===== src/ufc_defs.vh =====
// Constants for the USB FIFO configuration loader and charger detect block
`ifndef UFC_DEFS_VH
`define UFC_DEFS_VH

`define UFC_CLK_HZ          25000000
`define UFC_WAKE_MS         20
`define UFC_WAKE_CYC        (`UFC_CLK_HZ / 1000 * `UFC_WAKE_MS)
`define UFC_WAKE_W          20

`define UFC_MEM_AW          6
`define UFC_MEM_WORDS       64
`define UFC_CFG_WORDS       6'h08
`define UFC_CFG_LAST        6'h07

// Configuration word indices
`define UFC_IDX_USBVER      6'h00
`define UFC_IDX_MAXPWR      6'h01
`define UFC_IDX_OPTIONS     6'h02
`define UFC_IDX_AUX5        6'h03
`define UFC_IDX_AUX6        6'h04

// Option word bits
`define UFC_OPT_PDSUSP      0
`define UFC_OPT_RWAKE       1
`define UFC_OPT_SELFPWR     2

// Factory defaults
`define UFC_DEF_USBVER      16'h0200
`define UFC_DEF_MAXPWR      16'h002D
`define UFC_DEF_OPTIONS     16'h0000
`define UFC_DEF_AUX5        16'h0001
`define UFC_DEF_AUX6        16'h0002

// Auxiliary pin functions
`define UFC_FN_NONE         4'h0
`define UFC_FN_SUPPLY_SENSE 4'h1
`define UFC_FN_KEEP_AWAKE_N 4'h2
`define UFC_FN_CHARGER      4'h3
`define UFC_FN_CHARGER_N    4'h4

`endif


===== src/ufc_top.v =====
// Configuration loader, suspend control and charger detect for the bridge
// Functional notes
// - Load descriptors after power-on and bus reset
// - Config memory rewritable over the USB link
// - Charger port while suspended asserts detect output
// - Detect output polarity chosen by aux setting
// - Stay suspended on charger port, never enumerate
// - Enumerated by host keeps detect output inactive
// - Optional FIFO pull-down during suspend, default off
// - Wake input low wakes host after 20 ms
// - Report USB 2.0 version from stored value
// - Max power from memory, default 90mA bus
// - Keep-awake input blocks suspend while unplugged
// - Supply sense detects host and bus power
`timescale 1ns/100ps
`default_nettype none
`include "ufc_defs.vh"
module ufc_top (
  input  wire        clk,
  input  wire        rst_n,
  input  wire        usb_bus_reset,
  input  wire        usb_bus_suspend,
  input  wire        usb_enumerated,
  input  wire        usb_lines_shorted,
  input  wire        cfg_wr_en,
  input  wire [5:0]  cfg_wr_addr,
  input  wire [15:0] cfg_wr_data,
  input  wire        send_wakeup_n,
  input  wire        aux_pin_five_in,
  input  wire        aux_pin_six_in,
  output reg         aux_pin_five_out,
  output reg         aux_pin_five_oe_n,
  output reg         aux_pin_six_out,
  output reg         aux_pin_six_oe_n,
  output reg         cfg_loaded,
  output reg         usb_pullup_en,
  output reg         suspended,
  output reg         power_enable_n,
  output reg         fifo_pulldown_en,
  output reg         remote_wake_req,
  output reg  [15:0] desc_usb_version,
  output reg  [7:0]  desc_max_power,
  output reg         desc_self_powered
);
  localparam ST_IDLE = 3'b001;
  localparam ST_READ = 3'b010;
  localparam ST_DONE = 3'b100;

  // Full-width count cut on purpose to the counter width
  localparam [31:0]            WAKE_CYC_I = `UFC_WAKE_CYC;
  localparam [`UFC_WAKE_W-1:0] WAKE_CYC   = WAKE_CYC_I[`UFC_WAKE_W-1:0];

  reg  [2:0]  state_r;
  reg  [5:0]  rd_addr_r;
  reg  [5:0]  cap_addr_r;
  reg         cap_vld_r;
  wire [15:0] rd_data;
  reg  [15:0] opt_r;
  reg  [3:0]  fn5_r;
  reg  [3:0]  fn6_r;
  reg  [`UFC_WAKE_W-1:0] wake_cnt_r;
  reg         wake_busy_r;

  // Host writes land in the memory directly; reload applies them
  ufc_cfg_mem u_mem (
    .clk       (clk),
    .rst_n     (rst_n),
    .wr_en     (cfg_wr_en),
    .wr_addr   (cfg_wr_addr),
    .wr_data   (cfg_wr_data),
    .rd_addr   (rd_addr_r),
    .rd_data_r (rd_data)
  );

  // Loader scan: restart on every bus reset
  always @(posedge clk) begin
    if (!rst_n) begin
      state_r    <= ST_IDLE;
      rd_addr_r  <= 6'h00;
      cap_addr_r <= 6'h00;
      cap_vld_r  <= 1'b0;
      cfg_loaded <= 1'b0;
    end else if (usb_bus_reset) begin
      state_r    <= ST_IDLE;
      rd_addr_r  <= 6'h00;
      cap_vld_r  <= 1'b0;
      cfg_loaded <= 1'b0;
    end else begin
      cap_addr_r <= rd_addr_r;
      case (state_r)
        ST_IDLE: begin
          rd_addr_r <= 6'h00;
          cap_vld_r <= 1'b0;
          state_r   <= ST_READ;
        end
        ST_READ: begin
          cap_vld_r <= 1'b1;
          if (rd_addr_r == `UFC_CFG_LAST) begin
            state_r <= ST_DONE;
          end else begin
            rd_addr_r <= rd_addr_r + 6'h01;
          end
        end
        ST_DONE: begin
          cap_vld_r  <= 1'b0;
          cfg_loaded <= 1'b1;
        end
        default: state_r <= ST_IDLE;
      endcase
    end
  end

  // Capture read data one cycle behind the address
  always @(posedge clk) begin
    if (!rst_n) begin
      desc_usb_version  <= 16'h0000;
      desc_max_power    <= 8'h00;
      desc_self_powered <= 1'b0;
      opt_r             <= 16'h0000;
      fn5_r             <= `UFC_FN_NONE;
      fn6_r             <= `UFC_FN_NONE;
    end else if (cap_vld_r) begin
      case (cap_addr_r)
        `UFC_IDX_USBVER:  desc_usb_version <= rd_data;
        `UFC_IDX_MAXPWR:  desc_max_power <= rd_data[7:0];
        `UFC_IDX_OPTIONS: begin
          opt_r             <= rd_data;
          desc_self_powered <= rd_data[`UFC_OPT_SELFPWR];
        end
        `UFC_IDX_AUX5:    fn5_r <= rd_data[3:0];
        `UFC_IDX_AUX6:    fn6_r <= rd_data[3:0];
        default:          opt_r <= opt_r;
      endcase
    end
  end

  // Charger port: lines shorted and no enumeration
  wire charger_mode = usb_lines_shorted && !usb_enumerated;
  wire chg_active   = charger_mode && suspended;

  // Per-pin function decode; index 0 is pin five, index 1 is pin six
  wire [1:0] aux_in_w = {aux_pin_six_in, aux_pin_five_in};
  wire [7:0] aux_fn_w = {fn6_r, fn5_r};
  wire [1:0] pin_sense_w;
  wire [1:0] pin_keep_w;
  wire [1:0] pin_drv_w;
  wire [1:0] pin_lvl_w;
  genvar p;
  generate
    for (p = 0; p < 2; p = p + 1) begin : g_aux
      wire [3:0] fn_w = aux_fn_w[p*4 +: 4];
      assign pin_sense_w[p] = (fn_w == `UFC_FN_SUPPLY_SENSE);
      assign pin_keep_w[p]  = (fn_w == `UFC_FN_KEEP_AWAKE_N)
                              && !aux_in_w[p];
      assign pin_drv_w[p]   = (fn_w == `UFC_FN_CHARGER)
                              || (fn_w == `UFC_FN_CHARGER_N);
      assign pin_lvl_w[p]   = (fn_w == `UFC_FN_CHARGER_N) ?
                              !chg_active : chg_active;
    end
  endgenerate

  // No sense pin assigned means supply is taken as present; pin five wins
  reg sense_in;
  always @* begin
    sense_in = 1'b1;
    if (pin_sense_w[0]) begin
      sense_in = aux_in_w[0];
    end else if (pin_sense_w[1]) begin
      sense_in = aux_in_w[1];
    end
  end
  wire keep_awake = |pin_keep_w;

  // Suspend decision
  reg susp_nxt;
  always @* begin
    susp_nxt = 1'b0;
    if (charger_mode) begin
      susp_nxt = 1'b1;
    end else if (!sense_in) begin
      susp_nxt = !keep_awake;
    end else if (usb_bus_suspend && !usb_enumerated) begin
      susp_nxt = 1'b1;
    end else if (usb_bus_suspend) begin
      susp_nxt = 1'b1;
    end
    if (usb_enumerated && !usb_bus_suspend) begin
      susp_nxt = 1'b0;
    end
  end

  always @(posedge clk) begin
    if (!rst_n) begin
      suspended        <= 1'b1;
      power_enable_n   <= 1'b1;
      fifo_pulldown_en <= 1'b0;
      usb_pullup_en    <= 1'b0;
    end else begin
      suspended        <= susp_nxt;
      power_enable_n   <= susp_nxt;
      fifo_pulldown_en <= susp_nxt && opt_r[`UFC_OPT_PDSUSP];
      // Pull-up waits for load and host power; never on a charger port
      // Bus reset drops the pull-up in the same edge as the loaded flag
      usb_pullup_en    <= cfg_loaded && sense_in && !usb_bus_reset
                          && !charger_mode;
    end
  end

  // Aux-pin outputs; oe_n low means driven
  always @(posedge clk) begin
    if (!rst_n) begin
      aux_pin_five_out  <= 1'b0;
      aux_pin_five_oe_n <= 1'b1;
      aux_pin_six_out   <= 1'b0;
      aux_pin_six_oe_n  <= 1'b1;
    end else begin
      aux_pin_five_oe_n <= !pin_drv_w[0];
      aux_pin_six_oe_n  <= !pin_drv_w[1];
      aux_pin_five_out  <= pin_lvl_w[0];
      aux_pin_six_out   <= pin_lvl_w[1];
    end
  end

  // Remote wakeup: low wake input while suspended, pulse after 20 ms
  always @(posedge clk) begin
    if (!rst_n) begin
      wake_cnt_r      <= {`UFC_WAKE_W{1'b0}};
      wake_busy_r     <= 1'b0;
      remote_wake_req <= 1'b0;
    end else begin
      remote_wake_req <= 1'b0;
      if (!wake_busy_r) begin
        wake_cnt_r <= {`UFC_WAKE_W{1'b0}};
        if (!send_wakeup_n && suspended && opt_r[`UFC_OPT_RWAKE]
            && !charger_mode) begin
          wake_busy_r <= 1'b1;
        end
      end else if (wake_cnt_r == WAKE_CYC - 1'b1) begin
        wake_busy_r     <= 1'b0;
        remote_wake_req <= 1'b1;
      end else begin
        wake_cnt_r <= wake_cnt_r + 1'b1;
      end
    end
  end
endmodule
`default_nettype wire


===== src/ufc_cfg_mem.v =====
// Nonvolatile configuration memory model with factory defaults
`timescale 1ns/100ps
`default_nettype none
`include "ufc_defs.vh"
module ufc_cfg_mem (
  input  wire                  clk,
  input  wire                  rst_n,
  input  wire                  wr_en,
  input  wire [`UFC_MEM_AW-1:0] wr_addr,
  input  wire [15:0]           wr_data,
  input  wire [`UFC_MEM_AW-1:0] rd_addr,
  output reg  [15:0]           rd_data_r
);
  reg [15:0] mem_r [0:`UFC_MEM_WORDS-1];
  // Power-up state of the default-load flag; a real array keeps its cells
  reg        init_r = 1'b0;

  // Contents survive rst_n; only the first reset after power-up writes defaults
  genvar g;
  generate
    for (g = 0; g < `UFC_MEM_WORDS; g = g + 1) begin : g_word
      always @(posedge clk) begin
        if (!init_r) begin
          case (g)
            `UFC_IDX_USBVER:  mem_r[g] <= `UFC_DEF_USBVER;
            `UFC_IDX_MAXPWR:  mem_r[g] <= `UFC_DEF_MAXPWR;
            `UFC_IDX_OPTIONS: mem_r[g] <= `UFC_DEF_OPTIONS;
            `UFC_IDX_AUX5:    mem_r[g] <= `UFC_DEF_AUX5;
            `UFC_IDX_AUX6:    mem_r[g] <= `UFC_DEF_AUX6;
            default:          mem_r[g] <= 16'h0000;
          endcase
        end else if (wr_en && wr_addr == g) begin
          mem_r[g] <= wr_data;
        end
      end
    end
  endgenerate

  always @(posedge clk) begin
    if (!rst_n) begin
      init_r <= 1'b1;
    end
  end

  always @(posedge clk) begin
    if (!rst_n) begin
      rd_data_r <= 16'h0000;
    end else begin
      rd_data_r <= mem_r[rd_addr];
    end
  end
endmodule
`default_nettype wire


===== config.mk =====
export PLATFORM = sky130hd
export DESIGN_NAME = ufc_top
export DESIGN_NICKNAME = d
export VERILOG_FILES = /design/src/ufc_top.v /design/src/ufc_cfg_mem.v
export VERILOG_INCLUDE_DIRS = /design/src /design/src/src
export SDC_FILE = /design/constraint.sdc
export NUM_CORES = 2
export LEC_CHECK = 0
export BUFFER_PORTS_ARGS = -buffer_cell sky130_fd_sc_hd__buf_4
export CORE_MARGIN = 1
export CORE_UTILIZATION = 45
export DETAILED_ROUTE_END_ITERATION = 10
export PLACE_DENSITY = 0.57
export SLEW_MARGIN = 20
export SYNTH_ARGS = -nofsm -noshare
export SYNTH_HDL_FRONTEND = slang
export SYNTH_SLANG_ARGS = --single-unit

===== constraint.sdc =====
create_clock -name clk -period 3.9 [get_ports clk]
set_input_delay 0.39 -clock clk [delete_from_list [all_inputs] [get_ports clk]]
set_output_delay 0.39 -clock clk [all_outputs]
set_load 0.01 [all_outputs]

==> metrics.md <==
| Metric | Value |
|---|---|
| Status | finished clean |
| Slew HR | 0.342 |
| Detail-routed via count per cell | 5.97 |
| Most used flip-flop cell after synthesis | edfxtp_1 |
| Die area | just under 0.1 sq mm |
| Leakage power | ~15 nW |
| Row cnt | 113 |
| CTS Buffer Depth | 3 |
| Area grow syn2layout | 14.4% |
| Tcrit/Tclk final | 0.796 |
| DR pass1 iterations | 6 |
| CTS clk-pin slew, worst paths | approximately 60 ps |
| Placed Cells | between 3k and 4k |
| Initial DRC Count | between 2k and 2.5k |
| Max-cap violation count | 0 |
| Via count | between 20k and 25k |
| CTS tree | built |
| Ys async rst share | 0 |
| Power density over the cells | roughly 490 mW/mm^2 |
| Chip Height | 312 um |
| Count of cell types in the netlist | 69 |
| Placement Setup Slack | around 800 ps |
| Worst Setup Slack, final | between 700 and 800 ps |
| Port Buffers | 66 |
| WS Path Type | reg -> reg |
| Largest net degree at the start of global routing | 75 |
| Final setup vio count | 0 |
| Min Hold Slack | between 40 and 50 ps |
| Initial antenna violation count | 5 |
| Sequential cell area | ~0.033 sq mm |
| Mapped Cells | between 2k and 2.5k |
| Setup crit end kind | flop |
| Fin nets | roughly 2.4k |
| Share of cells above drive strength 1 | 0.279 |
| Hold Violations, Final | 0 |
| Area taken by multi-input logic gates | around 0.010 sq mm |
| Final Max Slew Viols | 0 |
| Final min period | 3110 ps |
| Post-synthesis net count | 2169 |
| Drc violations | 0 |
| Root Driver | clkbuf_16 |
| Sink Count | roughly 1.1k |
| Vias in the first global route | ~22k |
| Min-Delay Path Class | in -> reg |
| Number of synthesis warnings | 0 |
| Avg Synthesized Cell Area | 20.3 sq um |
| DR WL/cell | ~30 um |
| FMAX | around 0.32 GHz |
| VDD IR max | approximately 450 uV |
| Initial core utilization | 0.455 |
| Yosys reg bits | around 1.1k |
| Die X | around 310 um |
| Final Util | 0.521 |
| Fin cells | 3682 |
| EDFF count, synth | a little over 1k |
| Flop2flop setup slack | slightly below 800 ps |
| Slew @ Worst Pin | ~1000 ps |
| HPWL after DPL | roughly 65000 um |
| Setup TNS | 0 ps |
| Post-synthesis sequential area ratio | 0.755 |
| Startpoint Class | flop |
| Clk_skew | roughly 27 ps |
| Req. time, crit path | about 4400 ps |
| Core ar. | roughly 0.095 sq mm |
| Final antenna-violating net count | 0 |
| Area of the mapped netlist | 0.0433 sq mm |
| CP Max Fanout | 33 |
| GR Util All Layers | 0.235 |
| Placer Congestion | around 0.86 |
| DRT Wirelength | 113000 um |
| Num ports | 67 |
| Number of fill cells in the layout | about 7.5k |
| TritonCTS buffer count | about 110 |
| Worst EP arrival | roughly 3600 ps |
| First-pass GRT wire length | between 150000 and 200000 um |
| H-Tree Depth | 3 |
| Setup Buffers After CTS | 0 |
| Worst-Skew Late Latency | about 700 ps |
| Grt ovf | 0 |
| RSZ-0062 raised after global routing | no |
state kept, by name, summed over array words and instances, names as in the netlist, 2 cells and up:
register          count
cap_addr_r            6
desc_max_power        8
desc_usb_version     16
fn5_r                 4
fn6_r                 4
opt_r                 2
rd_addr_r             6
state_r               3
u_mem.mem_r        1024
u_mem.rd_data_r      16
wake_cnt_r           20
synth_stat cells, types with 6 or more instances:
master / instances / share of area
buf_6: 12 / 0.0031
buf_2: 19 / 0.0022
xnor2_1: 9 / 0.0018
buf_4: 16 / 0.0028
nor3_1: 16 / 0.0018
a211oi_1: 11 / 0.0019
edfxtp_1: 1024 / 0.71
a31oi_1: 8 / 0.0012
a221oi_1: 6 / 0.0012
and3_1: 8 / 0.0012
nor2b_1: 14 / 0.0020
dfxtp_1: 97 / 0.045
xor2_1: 14 / 0.0028
a21oi_1: 29 / 0.0034
o21ai_0: 28 / 0.0032
nand2_1: 79 / 0.0068
mux2_2: 17 / 0.0044
nand2b_1: 15 / 0.0022
nand3_1: 20 / 0.0023
nand4_1: 6 / 0.00087
clkbuf_1: 42 / 0.0036
buf_1: 14 / 0.0012
buf_8: 6 / 0.0021
o221ai_1: 15 / 0.0030
inv_1: 7 / 0.00061
mux2i_1: 87 / 0.020
nor2_1: 148 / 0.013
o22ai_1: 11 / 0.0016
a22oi_1: 9 / 0.0016
mux4_2: 257 / 0.13
metrics by stage:
step	area (sq um)	total power, mW
finish	49600	24.5
global route	49500	25.2
CTS	49500	24.7
detailed placement	45800	13.9
global placement	45800	13.9
floorplan	43300	13.6
worst max-delay path, stage by stage, from the launching register on:
cell and delay, ps:
dfxtp_4 780, buf_4 480, mux4_2 380, mux4_2 590, a32oi_1 560, nand2_1 130
where the power goes:
group	internal, mW	total (mW)	switching, mW
clock	6.37	10.9	4.52
combinational	0.101	0.424	0.323
sequential	13.2	13.2	0.0322
total	19.7	24.5	4.88
per-layer routing:
| metal | vias up | wire length (um) | GRT usage |
|---|---|---|---|
| met5 | - | 46 | 0 |
| met4 | 8 | 2410 | 0.0572 |
| met3 | 148 | 8190 | 0.0397 |
| met2 | 850 | 55100 | 0.382 |
| met1 | 11792 | 47700 | 0.333 |
| li1 | 9167 | - | - |
cell usage in the layout, fill, tap and decap left out, drive strengths merged, types with 5 or more instances in the layout:
cell         netlist  layout
nor2             148     148
nand2             79      79
or3                5       5
inv                9      14
nand3             20      20
clkinvlp           0       5
a31oi              8       8
nand4              6       6
dfxtp             97      97
mux2i             87      87
a22oi              9       9
buf               69     173
o22ai             11      11
nor2b             14      14
xor2              14      14
clkinv             1      49
and3               8       8
a32oi              5       5
clkbuf            42     139
nor4b              5       5
bufinv             0      14
a221oi             6       6
a211oi            11      11
edfxtp          1024    1024
o21ai             30      30
o221ai            15      15
mux2              17      17
dlygate4sd3        0       5
nand2b            15      15
a21oi             29      29
xnor2              9       9
mux4             261     261
nor3              17      17
timing repair:
item                                   4_1_cts  5_1_grt
endpoints found under the hold margin        3        0
resized for setup                            0        0
hold buffers                                 5        0
setup endpoints to repair                    0        0
cell families (layout without fill, tap and decap cells):
logic type | count (synthesis) | count (layout) | synth area share
AOI/OAI and AO/OA | 160 | 160 | 0.0258
xor gates and xnor gates | 23 | 23 | 0.00465
adders and majority gates | 2 | 2 | 0.000578
buffers and inverters | 121 | 399 | 0.0168
DFF | 1121 | 1121 | 0.755
muxes | 365 | 365 | 0.161
other | 0 | 4 | 0
and+or+nand+nor | 343 | 343 | 0.0369
path summary, 6_finish.rpt:
| kind | to | cells past startpoint | start |
|---|---|---|---|
| worst max register to register | u_mem.rd_data_r[10] | 5 | rd_addr_r[2] |
| worst min register to register | desc_usb_version[9] | 2 | u_mem.rd_data_r[9] |
| worst max-delay path | u_mem.rd_data_r[10] | 5 | rd_addr_r[2] |
| worst min-delay path | usb_pullup_en | 4 | usb_lines_shorted |
layout make-up:
cell class / count / area share
clock buffer: 139 / 0.0603
antenna: 4 / 0.000202
timing repair buffer: 178 / 0.0297
multi-input combinational: 893 / 0.202
inverter: 10 / 0.000757
tap: 1265 / 0.0319
sequential: 1121 / 0.660
clock inverter: 72 / 0.0152
Note: power is estimated with default switching activity, not from simulation.
